[src/hdl/lpf_pkg.sv]
// constants and types shared by the lighting register bank
package lpf_pkg;
  // register offsets on the serial bus
  localparam logic [7:0] ADDR_BOOST   = 8'h0D;
  localparam logic [7:0] ADDR_FREQ    = 8'h0E;
  localparam logic [7:0] ADDR_FLASH   = 8'h10;
  localparam logic [7:0] ADDR_PATTERN = 8'h11;
  localparam logic [7:0] ADDR_CEIL1   = 8'h12;
  localparam logic [7:0] ADDR_CEIL2   = 8'h13;

  // reset values
  localparam logic [7:0] RST_BOOST   = 8'h3F;
  localparam logic [7:0] RST_FREQ    = 8'h07;
  localparam logic [7:0] RST_FLASH   = 8'h00;
  localparam logic [7:0] RST_PATTERN = 8'h00;
  localparam logic [7:0] RST_CEIL    = 8'h00;

  // writable bits of each register
  localparam logic [7:0] MASK_BOOST   = 8'hFF;
  localparam logic [7:0] MASK_FREQ    = 8'h07;
  localparam logic [7:0] MASK_FLASH   = 8'h7F;
  localparam logic [7:0] MASK_PATTERN = 8'h0F;
  localparam logic [7:0] MASK_CEIL    = 8'h3F;

  // field positions
  localparam int FREQ_TOP_BIT   = 2;
  localparam int FREQ_MID_BIT   = 1;
  localparam int FL_EN_BIT      = 0;
  localparam int FL_CUR_LSB     = 1;
  localparam int FL_DUR_LSB     = 3;
  localparam int FL_DIM_BIT     = 5;
  localparam int FL_SAFE_BIT    = 6;
  localparam int PG_MODE_BIT    = 0;
  localparam int PG_LOOP_BIT    = 1;
  localparam int PG_START_BIT   = 2;
  localparam int PG_BLINK_BIT   = 3;
  localparam int CEIL_BLUE_LSB  = 0;
  localparam int CEIL_GREEN_LSB = 2;
  localparam int CEIL_RED_LSB   = 4;

  // frequency select codes
  localparam logic [1:0] FREQ_1M00 = 2'h0;
  localparam logic [1:0] FREQ_1M67 = 2'h1;
  localparam logic [1:0] FREQ_2M00 = 2'h2;

  // flash duration code held by the trigger pin
  localparam logic [1:0] DUR_PIN = 2'h3;

  // timing
  localparam int unsigned CLK_KHZ    = 200000;
  localparam int unsigned DUR0_MS    = 200;
  localparam int unsigned DUR1_MS    = 400;
  localparam int unsigned DUR2_MS    = 600;
  localparam int          TMR_W      = 27;

  // serial slave states, one-hot
  typedef enum logic [8:0] {
    ST_IDLE  = 9'h001,
    ST_ADDR  = 9'h002,
    ST_AACK  = 9'h004,
    ST_PTR   = 9'h008,
    ST_PACK  = 9'h010,
    ST_WDATA = 9'h020,
    ST_WACK  = 9'h040,
    ST_RDATA = 9'h080,
    ST_RACK  = 9'h100
  } lpf_i2c_state_t;
endpackage : lpf_pkg

[src/hdl/lpf_flash_if.sv]
// control and drive signals between register bank and flash timer
`timescale 1ns/1ps
interface lpf_flash_if;
  logic       drv_en;
  logic       safe_en;
  logic       dim_en;
  logic [1:0] dur;
  logic       trig;
  logic       dim;
  logic       drive;

  modport ctrl  (output drv_en, safe_en, dim_en, dur, trig, dim, input drive);
  modport timer (input drv_en, safe_en, dim_en, dur, trig, dim, output drive);
endinterface : lpf_flash_if

[src/hdl/lpf_pin_sync.sv]
// three-stage pin synchroniser with agreement filter
`timescale 1ns/1ps
module lpf_pin_sync #(
  parameter logic RST_LVL = 1'b0
) (
  // clock and reset
  input  wire logic mclk_in,
  input  wire logic resetn_in,
  // pin and filtered level
  input  wire logic pin_in,
  output logic      level_out
);
  logic s1_q, s2_q, s3_q, lvl_q, lvl_d;

  // level moves only when stages two and three agree
  always_comb begin
    lvl_d = (s2_q == s3_q) ? s3_q : lvl_q;
  end

  // first stage is read by the second alone
  always_ff @(posedge mclk_in) begin
    if (!resetn_in) begin
      s1_q  <= RST_LVL;
      s2_q  <= RST_LVL;
      s3_q  <= RST_LVL;
      lvl_q <= RST_LVL;
    end else begin
      s1_q  <= pin_in;
      s2_q  <= s1_q;
      s3_q  <= s2_q;
      lvl_q <= lvl_d;
    end
  end

  assign level_out = lvl_q;
endmodule : lpf_pin_sync

[src/hdl/lpf_flash_timer.sv]
// flash driver on-time control with duration timer and dimming gate
`timescale 1ns/1ps
module lpf_flash_timer #(
  parameter int unsigned DUR0_CYC = 40000000,
  parameter int unsigned DUR1_CYC = 80000000,
  parameter int unsigned DUR2_CYC = 120000000
) (
  // clock and reset
  input  wire logic mclk_in,
  input  wire logic resetn_in,
  // control from the register bank
  lpf_flash_if.timer fl
);
  logic                     act_q, act_d;
  logic                     trig_q, trig_d;
  logic                     drv_q, drv_d;
  logic [lpf_pkg::TMR_W-1:0] cnt_q, cnt_d;
  logic [lpf_pkg::TMR_W-1:0] lim;

  // next flash state; pin-held mode is capped at the longest time when guarded
  always_comb begin
    case (fl.dur)
      2'h0:    lim = lpf_pkg::TMR_W'(DUR0_CYC);
      2'h1:    lim = lpf_pkg::TMR_W'(DUR1_CYC);
      default: lim = lpf_pkg::TMR_W'(DUR2_CYC);
    endcase
    act_d  = act_q;
    cnt_d  = cnt_q;
    trig_d = fl.trig;
    if (!fl.drv_en) begin
      act_d = 1'b0;
    end else if (fl.trig && !trig_q) begin
      act_d = 1'b1;
      cnt_d = '0;
    end else if (act_q) begin
      if (fl.dur == lpf_pkg::DUR_PIN && !fl.trig) begin
        act_d = 1'b0;
      end else if ((fl.dur != lpf_pkg::DUR_PIN || fl.safe_en) && cnt_q >= lim - 1'b1) begin
        act_d = 1'b0;
      end else begin
        cnt_d = cnt_q + 1'b1;
      end
    end
    drv_d = act_d && (!fl.dim_en || fl.dim);
  end

  // flash state registers
  always_ff @(posedge mclk_in) begin
    if (!resetn_in) begin
      act_q  <= 1'b0;
      trig_q <= 1'b0;
      drv_q  <= 1'b0;
      cnt_q  <= '0;
    end else begin
      act_q  <= act_d;
      trig_q <= trig_d;
      drv_q  <= drv_d;
      cnt_q  <= cnt_d;
    end
  end

  assign fl.drive = drv_q;
endmodule : lpf_flash_timer

[src/hdl/lpf_regs.sv]
// lighting power, flash and pattern register bank behind a serial slave
`timescale 1ns/1ps
module lpf_regs #(
  parameter logic [6:0]  DEV_ADDR = 7'h2A, // bus address, arbitrary
  parameter int unsigned DUR0_CYC = lpf_pkg::DUR0_MS * lpf_pkg::CLK_KHZ,
  parameter int unsigned DUR1_CYC = lpf_pkg::DUR1_MS * lpf_pkg::CLK_KHZ,
  parameter int unsigned DUR2_CYC = lpf_pkg::DUR2_MS * lpf_pkg::CLK_KHZ
) (
  // clock and reset
  input  wire logic       mclk_in,
  input  wire logic       resetn_in,
  // serial bus pins
  input  wire logic       scl_in,
  input  wire logic       sda_in,
  output logic            sda_out,
  output logic            sda_oe_n_out,
  // flash pins
  input  wire logic       flash_trigger_in,
  input  wire logic       flash_dim_in,
  output logic            flash_drive_out,
  output logic [1:0]      flash_current_select_out,
  // converter settings
  output logic [3:0]      boost_step_out,
  output logic [1:0]      freq_mode_out,
  // pattern generator controls
  output logic            blink_enable_out,
  output logic            pattern_run_out,
  output logic            pattern_restart_out,
  output logic            pattern_loop_out,
  output logic            intensity_mode_out,
  // colour ceilings
  output logic [1:0]      group1_red_ceiling_out,
  output logic [1:0]      group1_green_ceiling_out,
  output logic [1:0]      group1_blue_ceiling_out,
  output logic [1:0]      group2_red_ceiling_out,
  output logic [1:0]      group2_green_ceiling_out,
  output logic [1:0]      group2_blue_ceiling_out
);
  // filtered pin levels; bus pins idle high, flash pins idle low
  logic scl_lvl, sda_lvl, trig_lvl, dim_lvl;
  lpf_pin_sync #(.RST_LVL(1'b1)) u_scl (.mclk_in(mclk_in), .resetn_in(resetn_in),
    .pin_in(scl_in), .level_out(scl_lvl));
  lpf_pin_sync #(.RST_LVL(1'b1)) u_sda (.mclk_in(mclk_in), .resetn_in(resetn_in),
    .pin_in(sda_in), .level_out(sda_lvl));
  lpf_pin_sync #(.RST_LVL(1'b0)) u_trig (.mclk_in(mclk_in), .resetn_in(resetn_in),
    .pin_in(flash_trigger_in), .level_out(trig_lvl));
  lpf_pin_sync #(.RST_LVL(1'b0)) u_dim (.mclk_in(mclk_in), .resetn_in(resetn_in),
    .pin_in(flash_dim_in), .level_out(dim_lvl));

  // bus slave state
  lpf_pkg::lpf_i2c_state_t st_q, st_d;
  logic [3:0]  cnt_q, cnt_d;
  logic [7:0]  sh_q, sh_d;
  logic [7:0]  ptr_q, ptr_d;
  logic        rw_q, rw_d;
  logic        nack_q, nack_d;
  logic        oe_n_q, oe_n_d;
  logic        scl_prev_q, sda_prev_q;
  logic        sda_q, sda_d;
  logic        wr_en;
  logic [7:0]  rd_byte;
  // register state
  logic [7:0]  boost_q, boost_d;
  logic [7:0]  freq_q, freq_d;
  logic [7:0]  flash_q, flash_d;
  logic [7:0]  pat_q, pat_d;
  logic [7:0]  ceil1_q, ceil1_d;
  logic [7:0]  ceil2_q, ceil2_d;
  logic        restart_q, restart_d;
  logic [3:0]  step_q, step_d;
  logic [1:0]  fmode_q, fmode_d;
  // bus events, judged on filtered levels only
  wire scl_rise = scl_lvl && !scl_prev_q;
  wire scl_fall = !scl_lvl && scl_prev_q;
  wire start_ev = scl_lvl && scl_prev_q && sda_prev_q && !sda_lvl;
  wire stop_ev  = scl_lvl && scl_prev_q && !sda_prev_q && sda_lvl;
  // read mux; unmapped offsets and reserved bits read zero
  always_comb begin
    case (ptr_q)
      lpf_pkg::ADDR_BOOST:   rd_byte = boost_q;
      lpf_pkg::ADDR_FREQ:    rd_byte = freq_q & lpf_pkg::MASK_FREQ;
      lpf_pkg::ADDR_FLASH:   rd_byte = flash_q & lpf_pkg::MASK_FLASH;
      lpf_pkg::ADDR_PATTERN: rd_byte = pat_q & lpf_pkg::MASK_PATTERN;
      lpf_pkg::ADDR_CEIL1:   rd_byte = ceil1_q & lpf_pkg::MASK_CEIL;
      lpf_pkg::ADDR_CEIL2:   rd_byte = ceil2_q & lpf_pkg::MASK_CEIL;
      default:               rd_byte = 8'h00;
    endcase
  end

  // serial slave: pointer byte then data, pointer advances per byte
  always_comb begin
    st_d   = st_q;
    cnt_d  = cnt_q;
    sh_d   = sh_q;
    ptr_d  = ptr_q;
    rw_d   = rw_q;
    nack_d = nack_q;
    oe_n_d = oe_n_q;
    sda_d  = 1'b0;
    wr_en  = 1'b0;
    if (start_ev) begin
      st_d   = lpf_pkg::ST_ADDR;
      cnt_d  = 4'h0;
      oe_n_d = 1'b1;
    end else if (stop_ev) begin
      st_d   = lpf_pkg::ST_IDLE;
      oe_n_d = 1'b1;
    end else if (scl_rise) begin
      case (st_q)
        lpf_pkg::ST_ADDR, lpf_pkg::ST_PTR, lpf_pkg::ST_WDATA: begin
          sh_d  = {sh_q[6:0], sda_lvl};
          cnt_d = cnt_q + 4'h1;
        end
        lpf_pkg::ST_RACK: nack_d = sda_lvl;
        default: ;
      endcase
    end else if (scl_fall) begin
      case (st_q)
        lpf_pkg::ST_ADDR: begin
          if (cnt_q == 4'h8) begin
            if (sh_q[7:1] == DEV_ADDR) begin
              st_d   = lpf_pkg::ST_AACK;
              rw_d   = sh_q[0];
              oe_n_d = 1'b0;
            end else begin
              st_d = lpf_pkg::ST_IDLE;
            end
          end
        end
        lpf_pkg::ST_AACK: begin
          cnt_d = 4'h0;
          if (rw_q) begin
            st_d   = lpf_pkg::ST_RDATA;
            sh_d   = rd_byte;
            oe_n_d = rd_byte[7];
          end else begin
            st_d   = lpf_pkg::ST_PTR;
            oe_n_d = 1'b1;
          end
        end
        lpf_pkg::ST_PTR: begin
          if (cnt_q == 4'h8) begin
            ptr_d  = sh_q;
            st_d   = lpf_pkg::ST_PACK;
            oe_n_d = 1'b0;
          end
        end
        lpf_pkg::ST_WDATA: begin
          if (cnt_q == 4'h8) begin
            wr_en  = 1'b1;
            st_d   = lpf_pkg::ST_WACK;
            oe_n_d = 1'b0;
          end
        end
        lpf_pkg::ST_PACK, lpf_pkg::ST_WACK: begin
          if (st_q == lpf_pkg::ST_WACK) begin
            ptr_d = ptr_q + 8'h01;
          end
          st_d   = lpf_pkg::ST_WDATA;
          cnt_d  = 4'h0;
          oe_n_d = 1'b1;
        end
        lpf_pkg::ST_RDATA: begin
          if (cnt_q == 4'h7) begin
            st_d   = lpf_pkg::ST_RACK;
            ptr_d  = ptr_q + 8'h01;
            oe_n_d = 1'b1;
          end else begin
            cnt_d  = cnt_q + 4'h1;
            sh_d   = {sh_q[6:0], 1'b0};
            oe_n_d = sh_q[6];
          end
        end
        lpf_pkg::ST_RACK: begin
          if (nack_q) begin
            st_d = lpf_pkg::ST_IDLE;
          end else begin
            st_d   = lpf_pkg::ST_RDATA;
            cnt_d  = 4'h0;
            sh_d   = rd_byte;
            oe_n_d = rd_byte[7];
          end
        end
        default: st_d = lpf_pkg::ST_IDLE;
      endcase
    end
  end

  // bus slave registers
  always_ff @(posedge mclk_in) begin
    if (!resetn_in) begin
      st_q       <= lpf_pkg::ST_IDLE;
      cnt_q      <= 4'h0;
      sh_q       <= 8'h00;
      ptr_q      <= 8'h00;
      rw_q       <= 1'b0;
      nack_q     <= 1'b0;
      oe_n_q     <= 1'b1;
      sda_q      <= 1'b0;
      scl_prev_q <= 1'b1;
      sda_prev_q <= 1'b1;
    end else begin
      st_q       <= st_d;
      cnt_q      <= cnt_d;
      sh_q       <= sh_d;
      ptr_q      <= ptr_d;
      rw_q       <= rw_d;
      nack_q     <= nack_d;
      oe_n_q     <= oe_n_d;
      sda_q      <= sda_d;
      scl_prev_q <= scl_lvl;
      sda_prev_q <= sda_lvl;
    end
  end
  // register writes; masks keep reserved bits at zero
  always_comb begin
    boost_d   = boost_q;
    freq_d    = freq_q;
    flash_d   = flash_q;
    pat_d     = pat_q;
    ceil1_d   = ceil1_q;
    ceil2_d   = ceil2_q;
    restart_d = 1'b0;
    if (wr_en) begin
      case (ptr_q)
        lpf_pkg::ADDR_BOOST:   boost_d = sh_q & lpf_pkg::MASK_BOOST;
        lpf_pkg::ADDR_FREQ:    freq_d  = sh_q & lpf_pkg::MASK_FREQ;
        lpf_pkg::ADDR_FLASH:   flash_d = sh_q & lpf_pkg::MASK_FLASH;
        lpf_pkg::ADDR_PATTERN: begin
          pat_d     = sh_q & lpf_pkg::MASK_PATTERN;
          // a fresh set restarts from the first slot
          restart_d = sh_q[lpf_pkg::PG_START_BIT] && !pat_q[lpf_pkg::PG_START_BIT];
        end
        lpf_pkg::ADDR_CEIL1:   ceil1_d = sh_q & lpf_pkg::MASK_CEIL;
        lpf_pkg::ADDR_CEIL2:   ceil2_d = sh_q & lpf_pkg::MASK_CEIL;
        default: ;
      endcase
    end
  end
  // register storage
  always_ff @(posedge mclk_in) begin
    if (!resetn_in) begin
      boost_q   <= lpf_pkg::RST_BOOST;
      freq_q    <= lpf_pkg::RST_FREQ;
      flash_q   <= lpf_pkg::RST_FLASH;
      pat_q     <= lpf_pkg::RST_PATTERN;
      ceil1_q   <= lpf_pkg::RST_CEIL;
      ceil2_q   <= lpf_pkg::RST_CEIL;
      restart_q <= 1'b0;
    end else begin
      boost_q   <= boost_d;
      freq_q    <= freq_d;
      flash_q   <= flash_d;
      pat_q     <= pat_d;
      ceil1_q   <= ceil1_d;
      ceil2_q   <= ceil2_d;
      restart_q <= restart_d;
    end
  end

  // setting decodes; a broken thermometer counts only the unbroken low run
  always_comb begin
    logic run;
    run    = 1'b1;
    step_d = 4'h0;
    for (int i = 0; i < 8; i++) begin
      if (run && boost_q[i]) begin
        step_d = step_d + 4'h1;
      end else begin
        run = 1'b0;
      end
    end
    if (freq_q[lpf_pkg::FREQ_TOP_BIT]) begin
      fmode_d = lpf_pkg::FREQ_2M00;
    end else if (freq_q[lpf_pkg::FREQ_MID_BIT]) begin
      fmode_d = lpf_pkg::FREQ_1M67;
    end else begin
      fmode_d = lpf_pkg::FREQ_1M00;
    end
  end

  // decoded setting registers
  always_ff @(posedge mclk_in) begin
    if (!resetn_in) begin
      step_q  <= 4'h6;
      fmode_q <= lpf_pkg::FREQ_2M00;
    end else begin
      step_q  <= step_d;
      fmode_q <= fmode_d;
    end
  end

  // flash timer hookup
  lpf_flash_if fl_if ();
  assign fl_if.drv_en  = flash_q[lpf_pkg::FL_EN_BIT];
  assign fl_if.safe_en = flash_q[lpf_pkg::FL_SAFE_BIT];
  assign fl_if.dim_en  = flash_q[lpf_pkg::FL_DIM_BIT];
  assign fl_if.dur     = flash_q[lpf_pkg::FL_DUR_LSB +: 2];
  assign fl_if.trig    = trig_lvl;
  assign fl_if.dim     = dim_lvl;
  lpf_flash_timer #(.DUR0_CYC(DUR0_CYC), .DUR1_CYC(DUR1_CYC), .DUR2_CYC(DUR2_CYC)) u_flash (
    .mclk_in(mclk_in), .resetn_in(resetn_in), .fl(fl_if.timer));

  // outputs, all from flops
  assign sda_out                  = sda_q;
  assign sda_oe_n_out             = oe_n_q;
  assign flash_drive_out          = fl_if.drive;
  assign flash_current_select_out = flash_q[lpf_pkg::FL_CUR_LSB +: 2];
  assign boost_step_out           = step_q;
  assign freq_mode_out            = fmode_q;
  assign blink_enable_out         = pat_q[lpf_pkg::PG_BLINK_BIT];
  assign pattern_run_out          = pat_q[lpf_pkg::PG_START_BIT];
  assign pattern_restart_out      = restart_q;
  assign pattern_loop_out         = pat_q[lpf_pkg::PG_LOOP_BIT];
  assign intensity_mode_out       = pat_q[lpf_pkg::PG_MODE_BIT];
  assign group1_red_ceiling_out   = ceil1_q[lpf_pkg::CEIL_RED_LSB +: 2];
  assign group1_green_ceiling_out = ceil1_q[lpf_pkg::CEIL_GREEN_LSB +: 2];
  assign group1_blue_ceiling_out  = ceil1_q[lpf_pkg::CEIL_BLUE_LSB +: 2];
  assign group2_red_ceiling_out   = ceil2_q[lpf_pkg::CEIL_RED_LSB +: 2];
  assign group2_green_ceiling_out = ceil2_q[lpf_pkg::CEIL_GREEN_LSB +: 2];
  assign group2_blue_ceiling_out  = ceil2_q[lpf_pkg::CEIL_BLUE_LSB +: 2];
endmodule : lpf_regs

[config.mk]
export PLATFORM = sky130hd
export DESIGN_NAME = lpf_regs
export DESIGN_NICKNAME = d
export VERILOG_FILES = /design/src/hdl/lpf_pkg.sv /design/src/hdl/lpf_flash_if.sv /design/src/hdl/lpf_pin_sync.sv /design/src/hdl/lpf_flash_timer.sv /design/src/hdl/lpf_regs.sv
export SDC_FILE = /design/constraint.sdc
export NUM_CORES = 1
export LEC_CHECK = 0
export ABC_AREA = 1
export BUFFER_PORTS_ARGS = -buffer_cell sky130_fd_sc_hd__buf_2
export CORE_UTILIZATION = 50
export CTS_CLUSTER_DIAMETER = 30
export CTS_CLUSTER_SIZE = 25
export DETAILED_ROUTE_END_ITERATION = 7
export PLACE_DENSITY = 0.67
export SYNTH_ARGS = -nofsm -noshare
export SYNTH_HDL_FRONTEND = slang
export SYNTH_HIERARCHICAL = 1
export SYNTH_SLANG_ARGS = --single-unit
[constraint.sdc]
create_clock -name mclk_in -period 3.1 [get_ports mclk_in]
set_input_delay 0.62 -clock mclk_in [delete_from_list [all_inputs] [get_ports mclk_in]]
set_output_delay 0.62 -clock mclk_in [all_outputs]
set_load 0.005 [all_outputs]
==> summary.md, run 1 <==
| Metric | Value |
|---|---|
| CTS sink cnt | `121` |
| Post CTS Setup Buffer Count | `0` |
| Worst Reg-to-Reg Cells | `15` |
| Gr usage total | `0.257` |
| Top cells by area, synth | `dfxtp_1, nand2_1, nor2_1` |
| Horiz. Die Dim | `122 um` |
| Critical path fanouts, max | `29` |
| Slew Viols, Final | `0` |
| Asr flop ratio synth | `0` |
| Worst Path Arrival | `3.00 ns` |
| Hold EP | `u_sda/s1_q$_SDFF_PN1_` |
| Power density cells | `450 nW/um2` |
| Least-Margin Pin Slew | `0.828 ns` |
| Final net count | `1165` |
| Largest net degree at the start of global routing | `49` |
| Worst Skew | `0.00657 ns` |
| RSZ-0062 raised after global routing | `no` |
| Total gr overflow | `0` |
| Port Buf Inserts | `32` |
| CP Launch Type | `flop` |
| H-tree depth | `4` |
| Hold Crit Depth | `3` |
| Top cell type's share of synthesized area | `0.335` |
| Ys Warns | `6` |
| Outcome | `finished, final reports clean` |
| Most common cell on crit path | `nand2_1` |
| Global-route wire length before repair | `30400 um` |
| CTS Buf Count | `17` |
| Primary FF master, synth | `dfxtp_1` |
| Post-Syn Area | `7240 um2` |
| DRT iter0 DRCs | `458` |
| Vias post-DR | `6816` |
| Hold/Removal Path Class | `primary input to flop` |
| Slowest stage delay, CP | `0.40 ns` |
| Final Setup Violations | `0` |
| Synth cell types | `37` |
| Post-synth EDFFs | `0` |
| Ant. Diodes | `0` |
| CP required | `3.38 ns` |
| Clock-pin slew on the worst setup and hold paths | `0.06 ns` |
| Initial core utilization | `0.517` |
| Leak | `3.79 nW` |
| Vias in the first global route | `6379` |
| Layout cells sized above 1 | `0.0972` |
| Number of synthesized register bits | `121` |
| Max_slew headroom | `0.444` |
| Gate count after technology mapping | `1105` |
| Fin crit share | `0.878` |
| DP HPWL | `13100 um` |
| Reg-to-reg slack, setup | `0.38 ns` |
| DR WL/cell | `13.7 um` |
| Critical path capture point type | `flop` |
| Routed WL | `18200 um` |
| Antenna Nets Post-Route | `0` |
| Overall Power | `3.63 mW` |
| Number of top-level pins | `34` |
| Hold Buf Count CTS | `0` |
| # rows | `43` |
| Post-cts resize count | `0` |
| MaxCap Viol Count | `0` |
| CTS Buffer Depth | `2` |
| TNS Setup | `0 ns` |
| Total die area | `15000 um2` |
| Reg-to-Reg Start | `flash_q[3]$_SDFFE_PN0P_` |
| Hold violation count in the final report | `0` |
| Sequential area share after synthesis | `0.335` |
| Root buf cell | `clkbuf_16` |
| Max VDD drop | `0.000528 V` |
| Worst hold start | `sda_in` |
| Max Clk Rate | `367 MHz` |
| Minimum clock period | `2.72 ns` |
| Synthesized area per cell | `6.55 um2` |
| Crit path cell chain | `inv_1 > nor2_1 > inv_1 > ha_1 > nand2_1 > nor2_1 > nand2_1 > nor2_1 > nand2_1 > nand4_1 > nand2_1 > nand2_4 > nand2_2 > nand2_1 > a21oi_1` |
| Area Growth Syn to Fin | `11.5%` |
| RD Place Congestion | `0.940` |
| Crit Path Category | `flop to flop` |
| Syn_nets | `1141` |
| RR Endpoint | `u_flash/cnt_q[23]$_SDFFE_PN0P_` |
| Core Region | `14000 um2` |
| Height of the die | `122 um` |
| Vias per cell | `5.16` |
| Critical Path Slowest Stage Cell | `dfxtp_1` |
| Antenna violations before repair | `0` |
| Final routed DRC violation total | `0` |
| Clock latency at the later pin of the worst-skew pair | `0.43 ns` |
| Cell taking the most area after synthesis | `dfxtp_1` |
| CTS tree | `yes` |
| First-pass iteration count of the detailed router | `5` |
flip-flops by register name, indices dropped and copies added, names as in the netlist, 2 cells and up:
register        cells
ceil1_q             6
sh_q                8
freq_mode_out       2
pat_q               4
st_q                9
boost_step_out      4
u_flash/cnt_q      27
cnt_q               4
boost_q             8
freq_q              3
ceil2_q             6
ptr_q               8
flash_q             7
cells in the mapped netlist (2+ instances only):
master,number
or2_2,3
clkbuf_1,13
nand3_1,94
nor2_1,148
nand3_4,2
nand2_2,7
o211ai_1,10
dfxtp_1,121
nor2_4,4
ha_1,30
buf_4,9
inv_2,3
nand4_1,16
nand2_4,5
xor2_1,17
a31oi_1,2
nand3_2,2
nor3_1,18
xnor2_1,11
buf_6,5
inv_1,127
nand3b_1,4
o21ai_0,47
nor3b_1,4
buf_2,3
nor2_2,13
a21oi_1,81
nand2_1,294
o21ai_1,4
routing by layer:
metal | vias up | track usage | part of all wire
met4 | 0 | 0.0846 | 0.014
met1 | 3054 | 0.334 | 0.48
li1 | 3585 | - | -
met2 | 153 | 0.429 | 0.47
met5 | - | 0 | 0
met3 | 24 | 0.0437 | 0.041
worst max-delay path, delay by kind of cell, from the launching register on:
kind,cells,cell delay (ns)
AND/OR/NAND/NOR,11,1.53
adder cells (fa/ha/maj),1,0.33
flip-flops,1,0.40
AO/OA/AOI/OAI,1,0.08
buffers and inverters,2,0.20
stage by stage:
| stage | utilization | area [um2] | setup WS [ns] | hold WS [ns] | instances |
|---|---|---|---|---|---|
| 2_1_floorplan | - | 7240 | 0.944 | 0.380 | 1105 |
| 3_3_place_gp | 0.534 | 7470 | 0.484 | 0.381 | 1290 |
| 3_5_place_dp | 0.534 | 7470 | 0.423 | 0.390 | 1290 |
| 4_1_cts | 0.577 | 8070 | 0.403 | 0.346 | 1322 |
| 5_1_grt | 0.577 | 8070 | 0.00450 | 0.356 | 1322 |
| 6_report | 0.577 | 8070 | 0.378 | 0.356 | 1322 |
cell usage in the layout, fill, tap and decap left out, types with 4 or more instances in the layout:
cell type and instances:
ha_1 30, nand3b_1 4, inv_1 127, nand3_1 94, nor2_1 147, inv_6 6
buf_2 32, xnor2_1 11, nor3_1 18, a21oi_1 81, o21ai_0 47, xor2_1 17
o211ai_1 10, nor2_2 14, nand4_1 16, nor3b_1 4, inv_8 7, nand2_1 294
o21ai_1 4, clkbuf_16 17, nand2_2 7, nor2_4 4, dfxtp_1 121, nand2_4 5
worst max-delay path by stage:
stage / start / endpoint / slack [ns] / cells after the start
global placement: flash_q[3]$_SDFFE_PN0P_ / u_flash/cnt_q[23]$_SDFFE_PN0P_ / 0.48 / 15
global route: flash_q[3]$_SDFFE_PN0P_ / u_flash/cnt_q[26]$_SDFFE_PN0P_ / 0.004 / 15
detailed placement: flash_q[3]$_SDFFE_PN0P_ / u_flash/cnt_q[26]$_SDFFE_PN0P_ / 0.42 / 15
CTS: flash_q[3]$_SDFFE_PN0P_ / u_flash/fl.drive$_SDFF_PN0_ / 0.40 / 17
finish: flash_q[3]$_SDFFE_PN0P_ / u_flash/cnt_q[23]$_SDFFE_PN0P_ / 0.38 / 15
floorplan: boost_q[2]$_SDFFE_PN1P_ / boost_step_out[1]$_SDFF_PN1_ / 0.94 / 13
logic make-up after synthesis:
logic type      Yosys count  share of synthesized area
flops                   121                      0.335
simple gates            618                      0.379
xor+xnor                 28                     0.0339
buf+inv                 160                     0.0934
compound gates          147                      0.107
other cells               1                   0.000518
fa+ha+maj                30                     0.0519
layout make-up:
class,count,area [um2]
Fill cell,1400,5920
Multi-Input combinational cell,824,4140
Sequential cell,121,2420
Inverter,130,488
Clock buffer,17,425
Tap cell,180,225
Timing Repair Buffer,35,195
Clock inverter,15,169
report_power, final:
part / leakage, nW / internal (mW) / switching (mW)
Combinational: 2.52 / 0.0132 / 0.0381
Clock: 0.293 / 1.15 / 0.858
Sequential: 0.977 / 1.56 / 0.00322
Note: power is estimated with default switching activity, not from simulation.
==> run 2: changes to the inputs <==
- PLACE_DENSITY: 0.67 -> 0.7
==> run 2 against run 1 <==
Compared with the run above:
- worst hold slack gained 0.017 ns
- non-clock buffer count increased by 2
- clock power is 3% higher
- critical path depth up 3
==> summary.md, run 2 (synthesis results as in run 1) <==
| Metric | Value |
|---|---|
| Core Region | `14000 um2` |
| Max_slew headroom | `0.469` |
| Final Setup Violations | `0` |
| Area Growth Syn to Fin | `11.8%` |
| Horiz. Die Dim | `122 um` |
| # rows | `43` |
| Net Sw Power | `0.835 mW` |
| Slowest stage delay, CP | `0.41 ns` |
| Slew Viols, Final | `0` |
| Clock-pin slew on the worst setup and hold paths | `0.06 ns` |
| Non-filler cells, final | `1324` |
| Largest net degree at the start of global routing | `34` |
| Minimum clock period | `2.48 ns` |
| Commonest non-fill, non-tap cell in the layout | `nand2_1` |
| CTS sink cnt | `121` |
| Critical Path Slowest Stage Cell | `dfxtp_1` |
| Outcome | `finished, final reports clean` |
| Least-Margin Pin Slew | `0.795 ns` |
| Leak | `3.79 nW` |
| CP top delay family | `simple AND/OR/NAND/NOR gates` |
| Hold/Removal Path Class | `primary input to flop` |
| Antenna violations before repair | `0` |
| Post-cts resize count | `0` |
| Fin crit share | `0.800` |
| Routed WL | `18300 um` |
| Seq pwr share | `0.424` |
| Vias per cell | `5.23` |
| Most frequent cells in the layout | `nand2_1, nor2_1, inv_1` |
| Port Buf Inserts | `32` |
| Biggest regs | `u_flash/cnt_q: 27 flops, st_q: 9 flops` |
| Ant. Diodes | `0` |
| Crit path cell chain | `inv_1 > nor2_1 > inv_1 > ha_1 > nand2_1 > inv_1 > nand2_1 > nand2_1 > nand2_1 > nand2_1 > nand2_1 > nand4_1 > nand2_1 > nand2_4 > nand2_2 > inv_1 > nand3_1 > nand2_1` |
| Comb pwr share | `0.014` |
| Largest register FFs | `27` |
| CP required | `3.41 ns` |
| Clock latency at the later pin of the worst-skew pair | `0.42 ns` |
| Final routed DRC violation total | `0` |
| Net Sw Frac | `0.226` |
| Hold violation count in the final report | `0` |
| Gr usage total | `0.257` |
| CP Launch Type | `flop` |
| Crit Path Category | `flop to flop` |
| Most common cell on crit path | `nand2_1` |
| Post CTS Setup Buffer Count | `0` |
| Height of the die | `122 um` |
| CTS tree | `yes` |
| Max Clk Rate | `403 MHz` |
| RD Place Congestion | `0.928` |
| Layout cells sized above 1 | `0.0988` |
| Antenna Nets Post-Route | `0` |
| Internal power | `2.85 mW` |
| MaxCap Viol Count | `0` |
| Worst Path Arrival | `2.79 ns` |
| TNS Setup | `0 ns` |
| DRT iter0 DRCs | `416` |
| Power density cells | `456 nW/um2` |
| Number of top-level pins | `34` |
| CTS Buffer Depth | `2` |
| Critical path capture point type | `flop` |
| Initial core utilization | `0.517` |
| Root buf cell | `clkbuf_16` |
| Post-Place Cells | `1292` |
| Overall Power | `3.69 mW` |
| Vias in the first global route | `6309` |
| Reg with most FFs | `u_flash/cnt_q` |
| H-tree depth | `4` |
| Critical path buffer and inverter count | `4` |
| Critical path fanouts, max | `29` |
| Global-route wire length before repair | `30100 um` |
| Total die area | `15000 um2` |
| CTS Buf Count | `17` |
| DP HPWL | `13100 um` |
| Final net count | `1167` |
| Worst Skew | `0.00900 ns` |
| Hold Buf Count CTS | `0` |
| Vias post-DR | `6924` |
| Total gr overflow | `0` |
| Max VDD drop | `0.000484 V` |
| DR WL/cell | `13.8 um` |
| RSZ-0062 raised after global routing | `no` |
| Clock Power Share | `0.562` |
| First-pass iteration count of the detailed router | `5` |
==> run 2: final timing paths <==
path                           startpoint                       endpoint  slack [ns]  cells past startpoint
setup / recovery  flash_q[3]$_SDFFE_PN0P_  u_flash/cnt_q[0]$_SDFFE_PN0P_        0.62                     18
hold reg to reg     u_sda/s1_q$_SDFF_PN1_          u_sda/s2_q$_SDFF_PN1_        0.40                      2
hold / removal                     scl_in          u_scl/s1_q$_SDFF_PN1_        0.37                      3
setup reg to reg  flash_q[3]$_SDFFE_PN0P_  u_flash/cnt_q[0]$_SDFFE_PN0P_        0.62                     18
==> run 2: tightest hold or removal path, stage by stage <==
cell and delay, ns:
buf_2 0.07, inv_1 0.03, nand2_1 0.04
==> run 2: area by class of cell <==
type                            instances  area, um2
Fill cell                            1358       5900
Multi-Input combinational cell        824       4140
Sequential cell                       121       2420
Inverter                              130        488
Clock buffer                           17        425
Tap cell                              180        225
Timing Repair Buffer                   37        198
Clock inverter                         15        189
==> run 2: per-layer routing <==
layer / wire [um] / part of all wire / GRT usage
met3: 963 / 0.053 / 0.0539
met2: 8330 / 0.46 / 0.404
met4: 591 / 0.032 / 0.123
met5: 0 / 0 / 0
met1: 8410 / 0.46 / 0.334
==> run 2: power by group through the flow <==
stage	sequential (mW)	clock (mW)	combinational, mW
floorplan	1.60	0	0.0342
CTS	1.57	2.10	0.0504
finish	1.57	2.07	0.0501
global route	1.57	2.17	0.0561
global placement	1.60	0	0.0499
detailed placement	1.60	0	0.0504
==> run 2: through the flow <==
step	setup slack (ns)	hold WS, ns	area, um2	util
after floorplan	0.944	0.380	7240	-
after global placement	0.703	0.385	7470	0.534
after detailed placement	0.624	0.397	7470	0.534
after CTS	0.617	0.361	8090	0.578
after global routing	0.261	0.369	8090	0.578
final	0.620	0.373	8090	0.578
==> run 3: changes to the inputs <==
- clock period: 3.1 -> 2.49 ns (I/O delays scaled with it)
==> run 3 against run 2 <==
Compared with the run above:
- largest cell class unchanged
- critical endpoint is now boost_step_out[1]$_SDFF_PN1_
- first-iteration DRC count increased by 24%
- largest power group unchanged
- fmax rose by 7.2%
- cell count up 0.83%
- core utilization up 0.60 points
==> summary.md, run 3 (synthesis results as in run 1) <==
| Metric | Value |
|---|---|
| Outcome | `finished, final reports clean` |
| DR WL/cell | `13.9 um` |
| DP Area | `7570 um2` |
| Post-cts resize count | `0` |
| Gr usage total | `0.259` |
| Worst Skew | `0.00693 ns` |
| Max VDD drop | `0.000510 V` |
| DRT iter0 DRCs | `517` |
| Hold Crit Depth | `3` |
| Global-route wire length before repair | `30400 um` |
| DP HPWL | `13300 um` |
| Horiz. Die Dim | `122 um` |
| Post-placement setup slack | `0.127 ns` |
| CP required | `2.80 ns` |
| Post-Place Cells | `1303` |
| Final routed DRC violation total | `0` |
| Minimum clock period | `2.31 ns` |
| Min Hold Slack | `0.241 ns` |
| Final core occ | `0.584` |
| Clock Power Share | `0.545` |
| Number of top-level pins | `34` |
| H-tree depth | `4` |
| Port Buf Inserts | `32` |
| Total gr overflow | `0` |
| Post CTS Setup Buffer Count | `0` |
| Largest net degree at the start of global routing | `51` |
| Vias in the first global route | `6404` |
| Max Clk Rate | `432 MHz` |
| Most frequent cells in the layout | `nand2_1, nor2_1, inv_1` |
| Final net count | `1178` |
| Vias per cell | `5.28` |
| Max_slew headroom | `0.443` |
| Leak | `3.85 nW` |
| Antenna Nets Post-Route | `0` |
| CTS Buffer Depth | `2` |
| Comb pwr share | `0.015` |
| Hold Buf Count CTS | `0` |
| Worst Path Arrival | `2.62 ns` |
| Vias post-DR | `7054` |
| Hold violation count in the final report | `0` |
| Seq pwr share | `0.441` |
| Crit Path Category | `flop to flop` |
| Net Sw Frac | `0.256` |
| Total die area | `15000 um2` |
| Height of the die | `122 um` |
| # fillers | `1386` |
| Antenna violations before repair | `0` |
| Core Region | `14000 um2` |
| Initial core utilization | `0.517` |
| Fin crit share | `0.929` |
| Clock-pin slew on the worst setup and hold paths | `0.06 ns` |
| # rows | `43` |
| Worst Setup Slack, final | `0.178 ns` |
| CTS tree | `yes` |
| Non-filler cells, final | `1335` |
| Area Growth Syn to Fin | `12.9%` |
| Layout cells sized above 1 | `0.113` |
| First-pass iteration count of the detailed router | `6` |
| Reg with most FFs | `u_flash/cnt_q` |
| Critical path fanouts, max | `4` |
| Routed WL | `18600 um` |
| Hold/Removal Path Class | `primary input to flop` |
| Slew Viols, Final | `0` |
| CTS Buf Count | `17` |
| Root buf cell | `clkbuf_16` |
| Least-Margin Pin Slew | `0.835 ns` |
| Clock latency at the later pin of the worst-skew pair | `0.43 ns` |
| Ant. Diodes | `0` |
| Largest register FFs | `27` |
| CP Launch Type | `flop` |
| Internal power | `3.29 mW` |
| CTS sink cnt | `121` |
| Biggest regs | `u_flash/cnt_q: 27 flops, st_q: 9 flops` |
| Commonest non-fill, non-tap cell in the layout | `nand2_1` |
| Critical path capture point type | `flop` |
| RD Place Congestion | `0.914` |
| Final Setup Violations | `0` |
| Net Sw Power | `1.13 mW` |
| MaxCap Viol Count | `0` |
| Power density cells | `541 nW/um2` |
| Design Area, Final | `8170 um2` |
| Worst Reg-to-Reg Cells | `13` |
## run 3: cell types whose count changed in the layout (fill, tap and decap cells not counted), moves of 2 or more
cell	before	now
buf_4	5	13
bufinv_16	3	0
clkinv_4	4	1
dfxtp_1	121	119
dfxtp_2	0	2
inv_8	0	6
nor2_1	147	144
nor2_2	14	17
o21ai_0	47	45
## run 3: final timing paths
kind	endpoint	start	slack, ns
hold reg to reg	u_scl/s2_q$_SDFF_PN1_	u_scl/s1_q$_SDFF_PN1_	0.40
setup / recovery	boost_step_out[1]$_SDFF_PN1_	boost_q[3]$_SDFFE_PN1P_	0.18
hold / removal	u_scl/s1_q$_SDFF_PN1_	scl_in	0.24
setup reg to reg	boost_step_out[1]$_SDFF_PN1_	boost_q[3]$_SDFFE_PN1P_	0.18
## run 3: power by group through the flow
stage | sequential, mW | clock [mW] | combinational [mW]
after floorplan | 1.99 | 0 | 0.0426
after global placement | 1.99 | 0 | 0.0625
after detailed placement | 1.99 | 0 | 0.0631
after CTS | 1.95 | 2.44 | 0.0637
after global routing | 1.95 | 2.52 | 0.0714
final | 1.95 | 2.41 | 0.0643
## run 3: area by class of cell
type | instances | area, um2 | share of cell area
sequential | 121 | 2420 | 0.297
clock inverter | 15 | 144 | 0.0176
tap | 180 | 225 | 0.0276
inverter | 130 | 488 | 0.0597
multi-input combinational | 824 | 4160 | 0.509
timing repair buffer | 48 | 304 | 0.0372
clock buffer | 17 | 425 | 0.0521
## run 3: routing by layer
layer,part of all wire,routed length [um],vias up,global-route usage
met3,0.056,1050,37,0.0604
met5,0,0,-,0
met2,0.46,8530,201,0.423
met4,0.023,420,0,0.0953
li1,-,-,3634,-
met1,0.46,8570,3182,0.329
## run 3: through the flow
stage                TNS, ns  power (mW)
floorplan                  0        2.03
global placement           0        2.05
detailed placement         0        2.05
CTS                        0        4.45
global route        -0.00137        4.54
finish                     0        4.42
## run 3: critical path, stage by stage (launching register included)
cell and delay (ns):
dfxtp_1 0.37, nand2_1 0.12, nor2_2 0.16, nand2_1 0.08, nor2_1 0.25, nand2_1 0.12
o21ai_2 0.08, inv_1 0.06, ha_1 0.28, nand2_1 0.08, o21ai_0 0.10, ha_1 0.30
a21oi_1 0.14, nand2_1 0.07
